### config.mk
export PLATFORM = sky130hd
export DESIGN_NAME = halt_power_mode_control
export DESIGN_NICKNAME = d
export VERILOG_FILES = /design/src/core/halt_pm_pkg.sv /design/src/core/halt_power_mode_control.sv /design/src/core/pm_pin_sync.sv /design/src/core/pm_stab_counter.sv
export SDC_FILE = /design/constraint.sdc
export NUM_CORES = 1
export LEC_CHECK = 0
export ABC_AREA = 0
export BUFFER_PORTS_ARGS = -buffer_cell sky130_fd_sc_hd__buf_2
export CAP_MARGIN = 20
export CORE_MARGIN = 10
export CORE_UTILIZATION = 54
export CTS_BUF_LIST = sky130_fd_sc_hd__clkbuf_8
export CTS_CLUSTER_SIZE = 12
export DETAILED_ROUTE_END_ITERATION = 8
export PLACE_DENSITY = 0.91
export SKIP_CTS_REPAIR_TIMING = 1
export SLEW_MARGIN = 20
export SYNTH_ARGS = -nofsm -noshare
export SYNTH_HDL_FRONTEND = slang
export SYNTH_SLANG_ARGS = --single-unit
### constraint.sdc
create_clock -name MCLK -period 2.9 [get_ports MCLK]
set_input_delay 0.725 -clock MCLK [delete_from_list [all_inputs] [get_ports MCLK]]
set_output_delay 0.725 -clock MCLK [all_outputs]
set_load 0.02 [all_outputs]
### src/core/halt_pm_pkg.sv
// Shared constants and types for the halt power mode controller.
// Assumes a single 10 MHz main clock and an 8-bit register port.
package halt_pm_pkg;

  // Clock rate and instruction cycle
  localparam int MCLK_PERIOD_NS  = 100;  // Main clock period
  localparam int CPU_CYCLE_NS    = 100;  // One cpu_cycle_period

  // Oscillator stabilisation delay, in CPU cycles
  localparam int STAB_SHORT_CPU_CYCLE_PERIOD = 256;
  localparam int STAB_LONG_CPU_CYCLE_PERIOD  = 4096;
  localparam int STAB_SHORT_CYC  = STAB_SHORT_CPU_CYCLE_PERIOD * CPU_CYCLE_NS / MCLK_PERIOD_NS;
  localparam int STAB_LONG_CYC   = STAB_LONG_CPU_CYCLE_PERIOD * CPU_CYCLE_NS / MCLK_PERIOD_NS;
  localparam int STAB_CNT_W      = 12;   // Holds the longest count minus one

  // Halt opcode
  localparam logic [7:0] HALT_OPCODE = 8'h8E;

  // Interrupt mask level forced on entry to sleep
  localparam logic [1:0] SLEEP_MASK_LEVEL = 2'h2;

  // Register port
  localparam int          ADDR_W      = 4;
  localparam logic [3:0]  ADDR_CTRL   = 4'h0;  // main_clock_status_reg
  localparam logic [3:0]  ADDR_STATUS = 4'h1;  // Mode status
  localparam int          OIE_BIT     = 0;     // Control: interrupt enable
  localparam logic        OIE_RESET   = 1'h0;
  localparam int          ST_MODE_LSB = 0;     // Status: mode code [2:0]
  localparam int          ST_LONG_BIT = 3;     // Status: long delay option
  localparam int          ST_WDG_BIT  = 4;     // Status: watchdog sleep option
  localparam int          ST_RST_BIT  = 5;     // Status: last wake was reset

  // Power modes
  typedef enum logic [2:0] {
    PM_RUN, PM_TSLEEP, PM_STOP, PM_STAB, PM_GUARD, PM_REMAIN
  } pm_state_e;

  // Clock gate bundle
  typedef struct packed {
    logic osc;       // Main oscillator running
    logic timebase;  // Time-base counter clock
    logic cpu;       // CPU clock
    logic periph;    // Peripheral clocks
  } clk_gate_s;

  localparam clk_gate_s GATES_ALL_ON  = 4'hF;
  localparam clk_gate_s GATES_ALL_OFF = 4'h0;

endpackage

### src/core/halt_power_mode_control.sv
// Halt instruction sequencing: timed sleep, full stop and wake-up.
// Assumes CPU presents executed opcodes with a valid strobe, and that
// time-base and other interrupts arrive on MCLK; wake pins are async.
//
// Implementation choices: the address-and-strobe port and the placing of the registers.
`timescale 1ns/1ns
`default_nettype none
// Operation
// Halt with interrupt enable set: timed sleep
// Halt with interrupt enable clear: full stop
// Timed sleep wakes on time-base or reset
// Time-base wake skips stabilisation delay
// Reset wake from timed sleep waits delay
// Sleep entry forces mask level to 10
// Timed sleep: only oscillator and time-base run
// Timed sleep never triggers watchdog reset
// Software keeps enable set during delay
// Early enable clear falls into stop
// Stop wake restarts oscillator, waits delay
// Stop wakes on reset or pin interrupt
// Full stop turns oscillator off
// Watchdog option turns halt into reset
// Service wake interrupt with stacked mask
// Opcode 0x8E decodes as halt
// Software arms a pin wake source
// Software clears stale interrupt flags first
// Delay counted on oscillator, CPU gated
// Wake completion returns to run
module halt_power_mode_control (
  input  wire logic                       MCLK,
  input  wire logic                       SRST,
  input  wire logic                       CE,
  input  wire logic                       INSTR_VALID,
  input  wire logic [7:0]                 OPCODE,
  input  wire logic                       TIMEBASE_IRQ,
  input  wire logic                       WDG_ENABLED,
  input  wire logic                       EXT_WAKE_PIN,
  input  wire logic                       RESET_WAKE_PIN,
  input  wire logic                       OPT_LONG_DELAY,
  input  wire logic                       WATCHDOG_SLEEP_OPTION,
  input  wire logic [halt_pm_pkg::ADDR_W-1:0] ADDR,
  input  wire logic [7:0]                 WDATA,
  input  wire logic                       WR,
  input  wire logic                       RD,
  output logic      [7:0]                 RDATA,
  output halt_pm_pkg::clk_gate_s          CLK_GATES,
  output logic                            MASK_FORCE,
  output logic      [1:0]                 MASK_LEVEL,
  output logic                            SERVICE_IRQ,
  output logic                            FETCH_RESET,
  output logic                            WDG_RESET_REQ,
  output logic                            OSC_IRQ_EN
);
  import halt_pm_pkg::*;

  // Only a valid executed opcode counts, never a fetched data byte
  // Halt opcode recogniser
  function automatic logic is_halt(input logic [7:0] op);
    is_halt = (op == HALT_OPCODE);
  endfunction

  // Clock gates that belong to each mode
  // Gates come from a register, so a mode change never glitches a clock;
  // the price is one cycle between the decision and the gate edge.
  function automatic clk_gate_s gates_of(input pm_state_e st);
    clk_gate_s g;
    g = GATES_ALL_OFF;
    case (st)
      PM_RUN, PM_GUARD: g = GATES_ALL_ON;
      PM_TSLEEP: begin
        g.osc      = 1'h1;
        g.timebase = 1'h1;
      end
      PM_STOP:   g = GATES_ALL_OFF;
      PM_STAB:   g.osc = 1'h1;
      // Remaining delay is counted with the oscillator on
      PM_REMAIN: g.osc = 1'h1;
      default:   g = GATES_ALL_ON;
    endcase
    gates_of = g;
  endfunction

  // Synchronised pin levels
  // Pins are slow and may bounce, so three flops plus agreement cost
  // four cycles of wake latency; that is small beside the delay count.
  logic [1:0] pin_lvl;    // [0] pin wake, [1] reset wake
  logic       ext_wake;   // Clockless wake source
  logic       rst_wake;   // Reset request during sleep

  // Options and enable survive every wake; reset loads both, and software writes also change the enable
  // Mode state
  pm_state_e  state_reg;       // Current power mode
  pm_state_e  state_next;
  logic       wake_rst_reg;    // Wake cause is a reset
  logic       wake_rst_next;
  logic       oie_reg;         // osc_interrupt_enable
  logic       oie_next;
  logic       opt_long_reg;    // Option: long delay
  logic       opt_wdg_reg;     // Option: watchdog_sleep_option
  clk_gate_s  gates_reg;       // Registered clock gates
  clk_gate_s  gates_next;

  // Each pulse lasts one enabled cycle and then drops by itself
  // CPU event pulses
  logic       mask_reg;        // Mask level forced this cycle
  logic       mask_next;
  logic       svc_reg;         // Service waking interrupt
  logic       svc_next;
  logic       fetch_reg;       // Fetch reset vector
  logic       fetch_next;
  logic       wdg_reg;         // Watchdog reset instead of stop
  logic       wdg_next;

  // Register read path
  logic [7:0] rdata_reg;       // Valid only in the cycle after RD
  logic [7:0] rdata_next;

  // Stabilisation counter handshake
  // The counter stops while the oscillator is off, so a halt during the
  // guard window into full stop parks the count until the next restart.
  logic       stab_start;      // Restart the delay count
  logic       stab_run;        // Oscillator live for counting
  logic       stab_done;       // Delay elapsed
  logic       halt_exec;       // Halt executed this cycle

  // Pin inputs pass the agreement filter
  pm_pin_sync #(
    .W (2)
  ) u_sync (
    .clk   (MCLK),
    .srst  (SRST),
    .ce    (CE),
    .pin   ({RESET_WAKE_PIN, EXT_WAKE_PIN}),
    .level (pin_lvl)
  );

  assign ext_wake = pin_lvl[0];
  assign rst_wake = pin_lvl[1];

  // Delay counter advances only while the oscillator is on
  pm_stab_counter u_stab (
    .clk      (MCLK),
    .srst     (SRST),
    .ce       (CE),
    .start    (stab_start),
    .run      (stab_run),
    .long_sel (opt_long_reg),
    .done     (stab_done)
  );

  // Halt is taken only while the CPU runs, in RUN or GUARD
  assign halt_exec = INSTR_VALID && is_halt(OPCODE);
  assign stab_run  = gates_reg.osc;

  // Mode sequencing and register port
  always_comb begin
    state_next    = state_reg;
    wake_rst_next = wake_rst_reg;
    oie_next      = oie_reg;
    mask_next     = 1'h0;
    svc_next      = 1'h0;
    fetch_next    = 1'h0;
    wdg_next      = 1'h0;
    stab_start    = 1'h0;
    rdata_next    = 8'h00;

    // Writes are accepted in every mode; the CPU only writes while clocked
    // Software write to the control register
    if (WR && (ADDR == ADDR_CTRL)) begin
      oie_next = WDATA[OIE_BIT];
    end

    case (state_reg)
      // Running, possibly inside the post-wake guard window
      PM_RUN, PM_GUARD: begin
        if (state_reg == PM_GUARD && stab_done) begin
          state_next = PM_RUN;
        end else if (state_reg == PM_GUARD && !oie_reg) begin
          // Enable dropped before the delay ran out
          state_next = PM_REMAIN;
        end
        // A halt beats the guard window's own transitions
        if (halt_exec) begin
          if (oie_reg) begin
            // Time-base bounds the sleep, so no watchdog reset
            state_next = PM_TSLEEP;
            mask_next  = 1'h1;
          end else if (WDG_ENABLED && opt_wdg_reg) begin
            // Option turns the halt into a watchdog reset
            wdg_next   = 1'h1;
            state_next = PM_RUN;
          end else begin
            state_next = PM_STOP;
            mask_next  = 1'h1;
          end
        end
      end

      // Timed sleep: reset has priority over time-base
      // Every other interrupt is refused here and stays pending upstream
      PM_TSLEEP: begin
        if (rst_wake) begin
          state_next    = PM_STAB;
          wake_rst_next = 1'h1;
          stab_start    = 1'h1;
        end else if (TIMEBASE_IRQ) begin
          // Serve at once; watch the enable for the delay length
          state_next    = PM_GUARD;
          wake_rst_next = 1'h0;
          svc_next      = 1'h1;
          stab_start    = 1'h1;
        end
      end

      // Full stop: only clockless sources or reset wake it
      // Time-base cannot wake it: its counter has no clock in this mode
      PM_STOP: begin
        if (rst_wake || ext_wake) begin
          state_next    = PM_STAB;
          wake_rst_next = rst_wake;
          stab_start    = 1'h1;
        end
      end

      // Oscillator restarted, CPU held until the count ends
      // The wake cause chooses reset fetch or interrupt service
      PM_STAB: begin
        if (stab_done) begin
          state_next = PM_RUN;
          fetch_next = wake_rst_reg;
          svc_next   = !wake_rst_reg;
        end
      end

      // Stop-like hold for what is left of the delay
      // Halt is ignored here since the CPU clock is gated
      PM_REMAIN: begin
        if (stab_done) begin
          state_next = PM_RUN;
        end
      end

      // Unused codes fall back to run
      default: state_next = PM_RUN;
    endcase

    // Gates follow the next mode so they change with the state register
    gates_next = gates_of(state_next);

    // Read data for the cycle after the strobe
    if (RD) begin
      case (ADDR)
        ADDR_CTRL: rdata_next[OIE_BIT] = oie_reg;
        ADDR_STATUS: begin
          rdata_next[ST_MODE_LSB +: 3] = state_reg;
          rdata_next[ST_LONG_BIT]      = opt_long_reg;
          rdata_next[ST_WDG_BIT]       = opt_wdg_reg;
          rdata_next[ST_RST_BIT]       = wake_rst_reg;
        end
        // Unmapped addresses read as zero
        default: rdata_next = 8'h00;
      endcase
    end
  end

  // State registers; option straps caught while reset is held
  // Straps are only sampled in reset, so a strap change at run time is
  // ignored until the next reset; reset itself ignores the clock enable
  always_ff @(posedge MCLK) begin
    if (SRST) begin
      state_reg    <= PM_RUN;
      wake_rst_reg <= 1'h0;
      oie_reg      <= OIE_RESET;
      opt_long_reg <= OPT_LONG_DELAY;
      opt_wdg_reg  <= WATCHDOG_SLEEP_OPTION;
      gates_reg    <= GATES_ALL_ON;
      mask_reg     <= 1'h0;
      svc_reg      <= 1'h0;
      fetch_reg    <= 1'h0;
      wdg_reg      <= 1'h0;
      rdata_reg    <= 8'h00;
    end else if (CE) begin
      state_reg    <= state_next;
      wake_rst_reg <= wake_rst_next;
      oie_reg      <= oie_next;
      gates_reg    <= gates_next;
      mask_reg     <= mask_next;
      svc_reg      <= svc_next;
      fetch_reg    <= fetch_next;
      wdg_reg      <= wdg_next;
      rdata_reg    <= rdata_next;
    end
  end

  // The mask level is fixed; MASK_FORCE says when the CPU must apply it
  // Outputs from flip-flops, except the constant MASK_LEVEL
  assign RDATA         = rdata_reg;
  assign CLK_GATES     = gates_reg;
  assign MASK_FORCE    = mask_reg;
  assign MASK_LEVEL    = SLEEP_MASK_LEVEL;
  assign SERVICE_IRQ   = svc_reg;
  assign FETCH_RESET   = fetch_reg;
  assign WDG_RESET_REQ = wdg_reg;
  assign OSC_IRQ_EN    = oie_reg;
endmodule // halt_power_mode_control
`default_nettype wire

### src/core/pm_pin_sync.sv
// Three-stage synchroniser with agreement filter for pin inputs.
// Assumes inputs are asynchronous to MCLK; output moves once stages agree.
`timescale 1ns/1ns
`default_nettype none
module pm_pin_sync #(
  parameter int W = 2
) (
  input  wire logic         clk,
  input  wire logic         srst,
  input  wire logic         ce,
  input  wire logic [W-1:0] pin,
  output logic      [W-1:0] level
);
  import halt_pm_pkg::*;

  genvar i;
  generate
    for (i = 0; i < W; i++) begin : g_bit
      logic s1_reg;    // First stage, read only by s2
      logic s2_reg;    // Second stage
      logic s3_reg;    // Third stage
      logic lvl_reg;   // Filtered level
      logic lvl_next;

      // Take a change only when two settled stages agree
      always_comb begin
        lvl_next = lvl_reg;
        if (s2_reg == s3_reg) begin
          lvl_next = s2_reg;
        end
      end

      // Shift chain, frozen by clock enable
      always_ff @(posedge clk) begin
        if (srst) begin
          s1_reg  <= 1'h0;
          s2_reg  <= 1'h0;
          s3_reg  <= 1'h0;
          lvl_reg <= 1'h0;
        end else if (ce) begin
          s1_reg  <= pin[i];
          s2_reg  <= s1_reg;
          s3_reg  <= s2_reg;
          lvl_reg <= lvl_next;
        end
      end

      assign level[i] = lvl_reg;
    end
  endgenerate
endmodule // pm_pin_sync
`default_nettype wire

### src/core/pm_stab_counter.sv
// Oscillator stabilisation counter with selectable length.
// Assumes run is high only while the oscillator is on.
`timescale 1ns/1ns
`default_nettype none
module pm_stab_counter (
  input  wire logic clk,
  input  wire logic srst,
  input  wire logic ce,
  input  wire logic start,
  input  wire logic run,
  input  wire logic long_sel,
  output logic      done
);
  import halt_pm_pkg::*;

  localparam logic [STAB_CNT_W-1:0] LAST_SHORT = STAB_CNT_W'(STAB_SHORT_CYC - 1);
  localparam logic [STAB_CNT_W-1:0] LAST_LONG  = STAB_CNT_W'(STAB_LONG_CYC - 1);

  logic [STAB_CNT_W-1:0] cnt_reg;   // Cycles counted so far
  logic [STAB_CNT_W-1:0] cnt_next;
  logic                  act_reg;   // Count in progress
  logic                  act_next;
  logic                  done_reg;  // One-cycle completion pulse
  logic                  done_next;
  logic [STAB_CNT_W-1:0] last;      // Selected final value

  // Count only on live oscillator cycles; start always restarts
  always_comb begin
    last      = long_sel ? LAST_LONG : LAST_SHORT;
    cnt_next  = cnt_reg;
    act_next  = act_reg;
    done_next = 1'h0;
    if (start) begin
      cnt_next = '0;
      act_next = 1'h1;
    end else if (act_reg && run) begin
      if (cnt_reg == last) begin
        act_next  = 1'h0;
        done_next = 1'h1;
      end else begin
        cnt_next = cnt_reg + 1'h1;
      end
    end
  end

  // Counter state
  always_ff @(posedge clk) begin
    if (srst) begin
      cnt_reg  <= '0;
      act_reg  <= 1'h0;
      done_reg <= 1'h0;
    end else if (ce) begin
      cnt_reg  <= cnt_next;
      act_reg  <= act_next;
      done_reg <= done_next;
    end
  end

  assign done = done_reg;
endmodule // pm_stab_counter
`default_nettype wire

==> impl_metrics.tcl <==
set metrics [dict create \
    outcome "completed" \
    place_area_mm2 0.00219 \
    synth-seq-area-share_pct 43.3 \
    post_drt_wl_per_cell_um 14.6 \
    wirelength_mm 4.62 \
    setup_tns_ns 0 \
    end_kind "flip-flop" \
    ant_nets 0 \
    die_w_um 80.7 \
    grt_use_total_pct 14.0 \
    finalClockSkew_ns 0.00769 \
    numCtsBuffers 5 \
    power_density_mw_per_mm2 521 \
    dp_hpwl_mm 3.40 \
    cp-start-kind "flip-flop" \
    fp.coreArea_mm2 0.00344 \
    cts_tree "done" \
    core.rowCount 21 \
    port_buffers 39 \
    synth_cell_types 49 \
    preCtsSetupSlack_ns 0.325 \
    viasPerCell 5.71 \
    utilization_pct 66.8 \
    setup_viol 0 \
    fin_crit_sh_pct 85.2 \
    p_seq_share_pct 51.0 \
    grt_util_met1_pct 16.5 \
    drc 0 \
    drt-initial-drc-count 148 \
    combPwrFrac_pct 10.0 \
    clock-root-buffer "clkbuf_8" \
    cts.htree.levels 2 \
    start_util_pct 57.7 \
    slowest_delay_ns 0.63 \
    required_ns 3.12 \
    met3_usage_pct 4.01 \
    syn_inst 235 \
    p_clk_share_pct 39.1 \
    power.switching_mw 0.301 \
    fin_ws_ns 0.430 \
    drv_slew 0 \
    cap_violations 0 \
    antenna_found_initial 0 \
    io_pins 51 \
    grt-ovfl-total 0 \
    grt_pass1_vias 1657 \
    synth_ff_type "dfxtp_1" \
    path_max_fanout 17 \
    switching_share_pct 25.1 \
    grt_pass1_wl_mm 7.45 \
    vias 1811 \
    crit_type "flip-flop to flip-flop" \
    crit_path_top_delay_cell "dfxtp_1" \
    total_power_mw 1.20 \
    die_h_um 80.7 \
    synth_edf_count 2 \
    die-area_mm2 0.00651 \
    period_needed_ns 2.47 \
    ys.warnings.count 0 \
    syn_avg_cell_area_um2 8.45 \
    num-nets-final 303 \
    grt_setup_unrepaired "false" \
    path_cells "xnor2_1, a2111o_1, and3_1, or4_1, a21oi_1" \
    grt_most_used_layer "met2" \
    p_int_mw 0.897 \
    postSynth.asyncResetShare_pct 0 \
    area_delta_synth_final_pct 15.8 \
    irDropWorstVdd_mv 0.403 \
    use_met2_pct 23.5 \
    gp_congestion 0.855 \
    synthesis.area_mm2 0.00199 \
    clock-sinks 42 \
    clk_pin_slew_ns 0.08 \
    leakage_nw 0.907 \
    stdcell_area_mm2 0.00230 \
    largest_reg_flops 12 \
    clock_latency_ns 0.30 \
    grt_start_max_net_pins 21 \
    placedCellCount 309 \
    hold_ws_ns 0.466 \
    num_antenna_cells 0 \
    first_pass_iters 4 \
    cts_buffer_depth 2 \
    cp.arrival_ns 2.69 \
    final_hold_viol_count 0 \
    final_layout_size_suffix_gt1_share_pct 20.7 \
    hold_path_class "flip-flop to flip-flop" \
    finalNonFillerCells 317 \
    max_freq_mhz 405 \
    synth-seq-cells 42 \
]
layer usage:
metal	part of all wire (%)	up-vias
met4	1.5	0
met2	47	47
li1	-	913
met5	0	-
met3	6.9	5
met1	45	846
cells in the mapped netlist (all sizes together), types with 2 or more instances:
library cell	n	area share, %
clkbuf	7	1.3
buf	10	3.2
a2111o	2	1.1
nor2	22	4.2
mux2i	8	4.0
a22oi	6	2.3
nand3b	3	1.1
nand2	22	4.2
a21oi	22	5.5
o21ai	9	2.3
or3	7	2.2
mux2	2	1.1
xnor2	3	1.3
dfxtp	40	40
a211oi	4	1.5
edfxtp	2	3.0
nand3	13	3.3
nor3	3	0.76
nand4	3	0.94
inv	9	1.7
nor4	2	0.94
o31ai	5	1.9
or4	2	0.76
conb	2	0.38
and3	4	1.3
nand2b	3	0.94
cell families after synthesis:
kind of cell             Yosys count  share of synthesized area, %
AO/OA/AOI/OAI                     61                          20.2
XOR/XNOR                           3                          1.32
adder cells (fa/ha/maj)            1                         0.630
buffers and inverters             27                          6.42
flip-flops                        42                          43.3
multiplexers                      10                          5.16
other                              2                         0.378
AND/OR/NAND/NOR                   89                          22.5
cell type report:
cell class              instances  area (µm²)
well taps                      46        57.6
inverters                      10        37.5
fillers                       291        1140
clock inverters                 3        45.0
repair buffers                 43         225
flip-flops and latches         42         861
multi-input cells             168        1010
clock buffers                   5        68.8
power by group through the flow:
stage	clock [mW]	combinational, mW	sequential [mW]
3_5_place_dp	0	0.118	0.624
2_1_floorplan	0	0.0884	0.619
5_1_grt	0.493	0.132	0.613
4_1_cts	0.470	0.118	0.610
6_report	0.468	0.119	0.610
3_3_place_gp	0	0.115	0.623
placed cells by master, fill, tap and decap left out, types with 2 or more instances in the layout:
cell        netlist  routed
a2111o_1          2       2
a211oi_1          4       4
a21oi_1          22      22
a22oi_1           6       6
and3_1            4       4
buf_2             3      39
buf_4             6       4
clkbuf_8          0       5
clkinvlp_4        0       2
conb_1            2       4
dfxtp_1          40      40
edfxtp_1          2       2
inv_1             9       9
mux2_2            2       2
mux2i_1           8       8
nand2_1          22      22
nand2b_1          3       3
nand3_1          13      13
nand3b_1          3       3
nand4_1           3       3
nor2_1           22      22
nor3_1            3       3
o21ai_0           9       9
o31ai_1           5       5
or3_1             7       7
or4_1             2       2
xnor2_1           3       3
worst paths after layout:
kind	startpoint	end	slack, ns	cells after the start
hold reg to reg	WDG_RESET_REQ$_SDFFE_PP0P_	WDG_RESET_REQ$_SDFFE_PP0P_	0.47	2
setup / recovery	state_reg[1]$_SDFFE_PP0P_	u_stab.cnt_reg[5]$_SDFFE_PP0P_	0.43	5
hold / removal	WDG_RESET_REQ$_SDFFE_PP0P_	WDG_RESET_REQ$_SDFFE_PP0P_	0.47	2
setup reg to reg	state_reg[1]$_SDFFE_PP0P_	u_stab.cnt_reg[5]$_SDFFE_PP0P_	0.43	5
critical path, delay by kind of cell (launching register included):
family,cells,cell delay [ns]
AOI/OAI and AO/OA,2,0.66
xor gates and xnor gates,1,0.24
DFF,1,0.63
and+or+nand+nor,2,0.86
(Power assumes the default switching activity.)
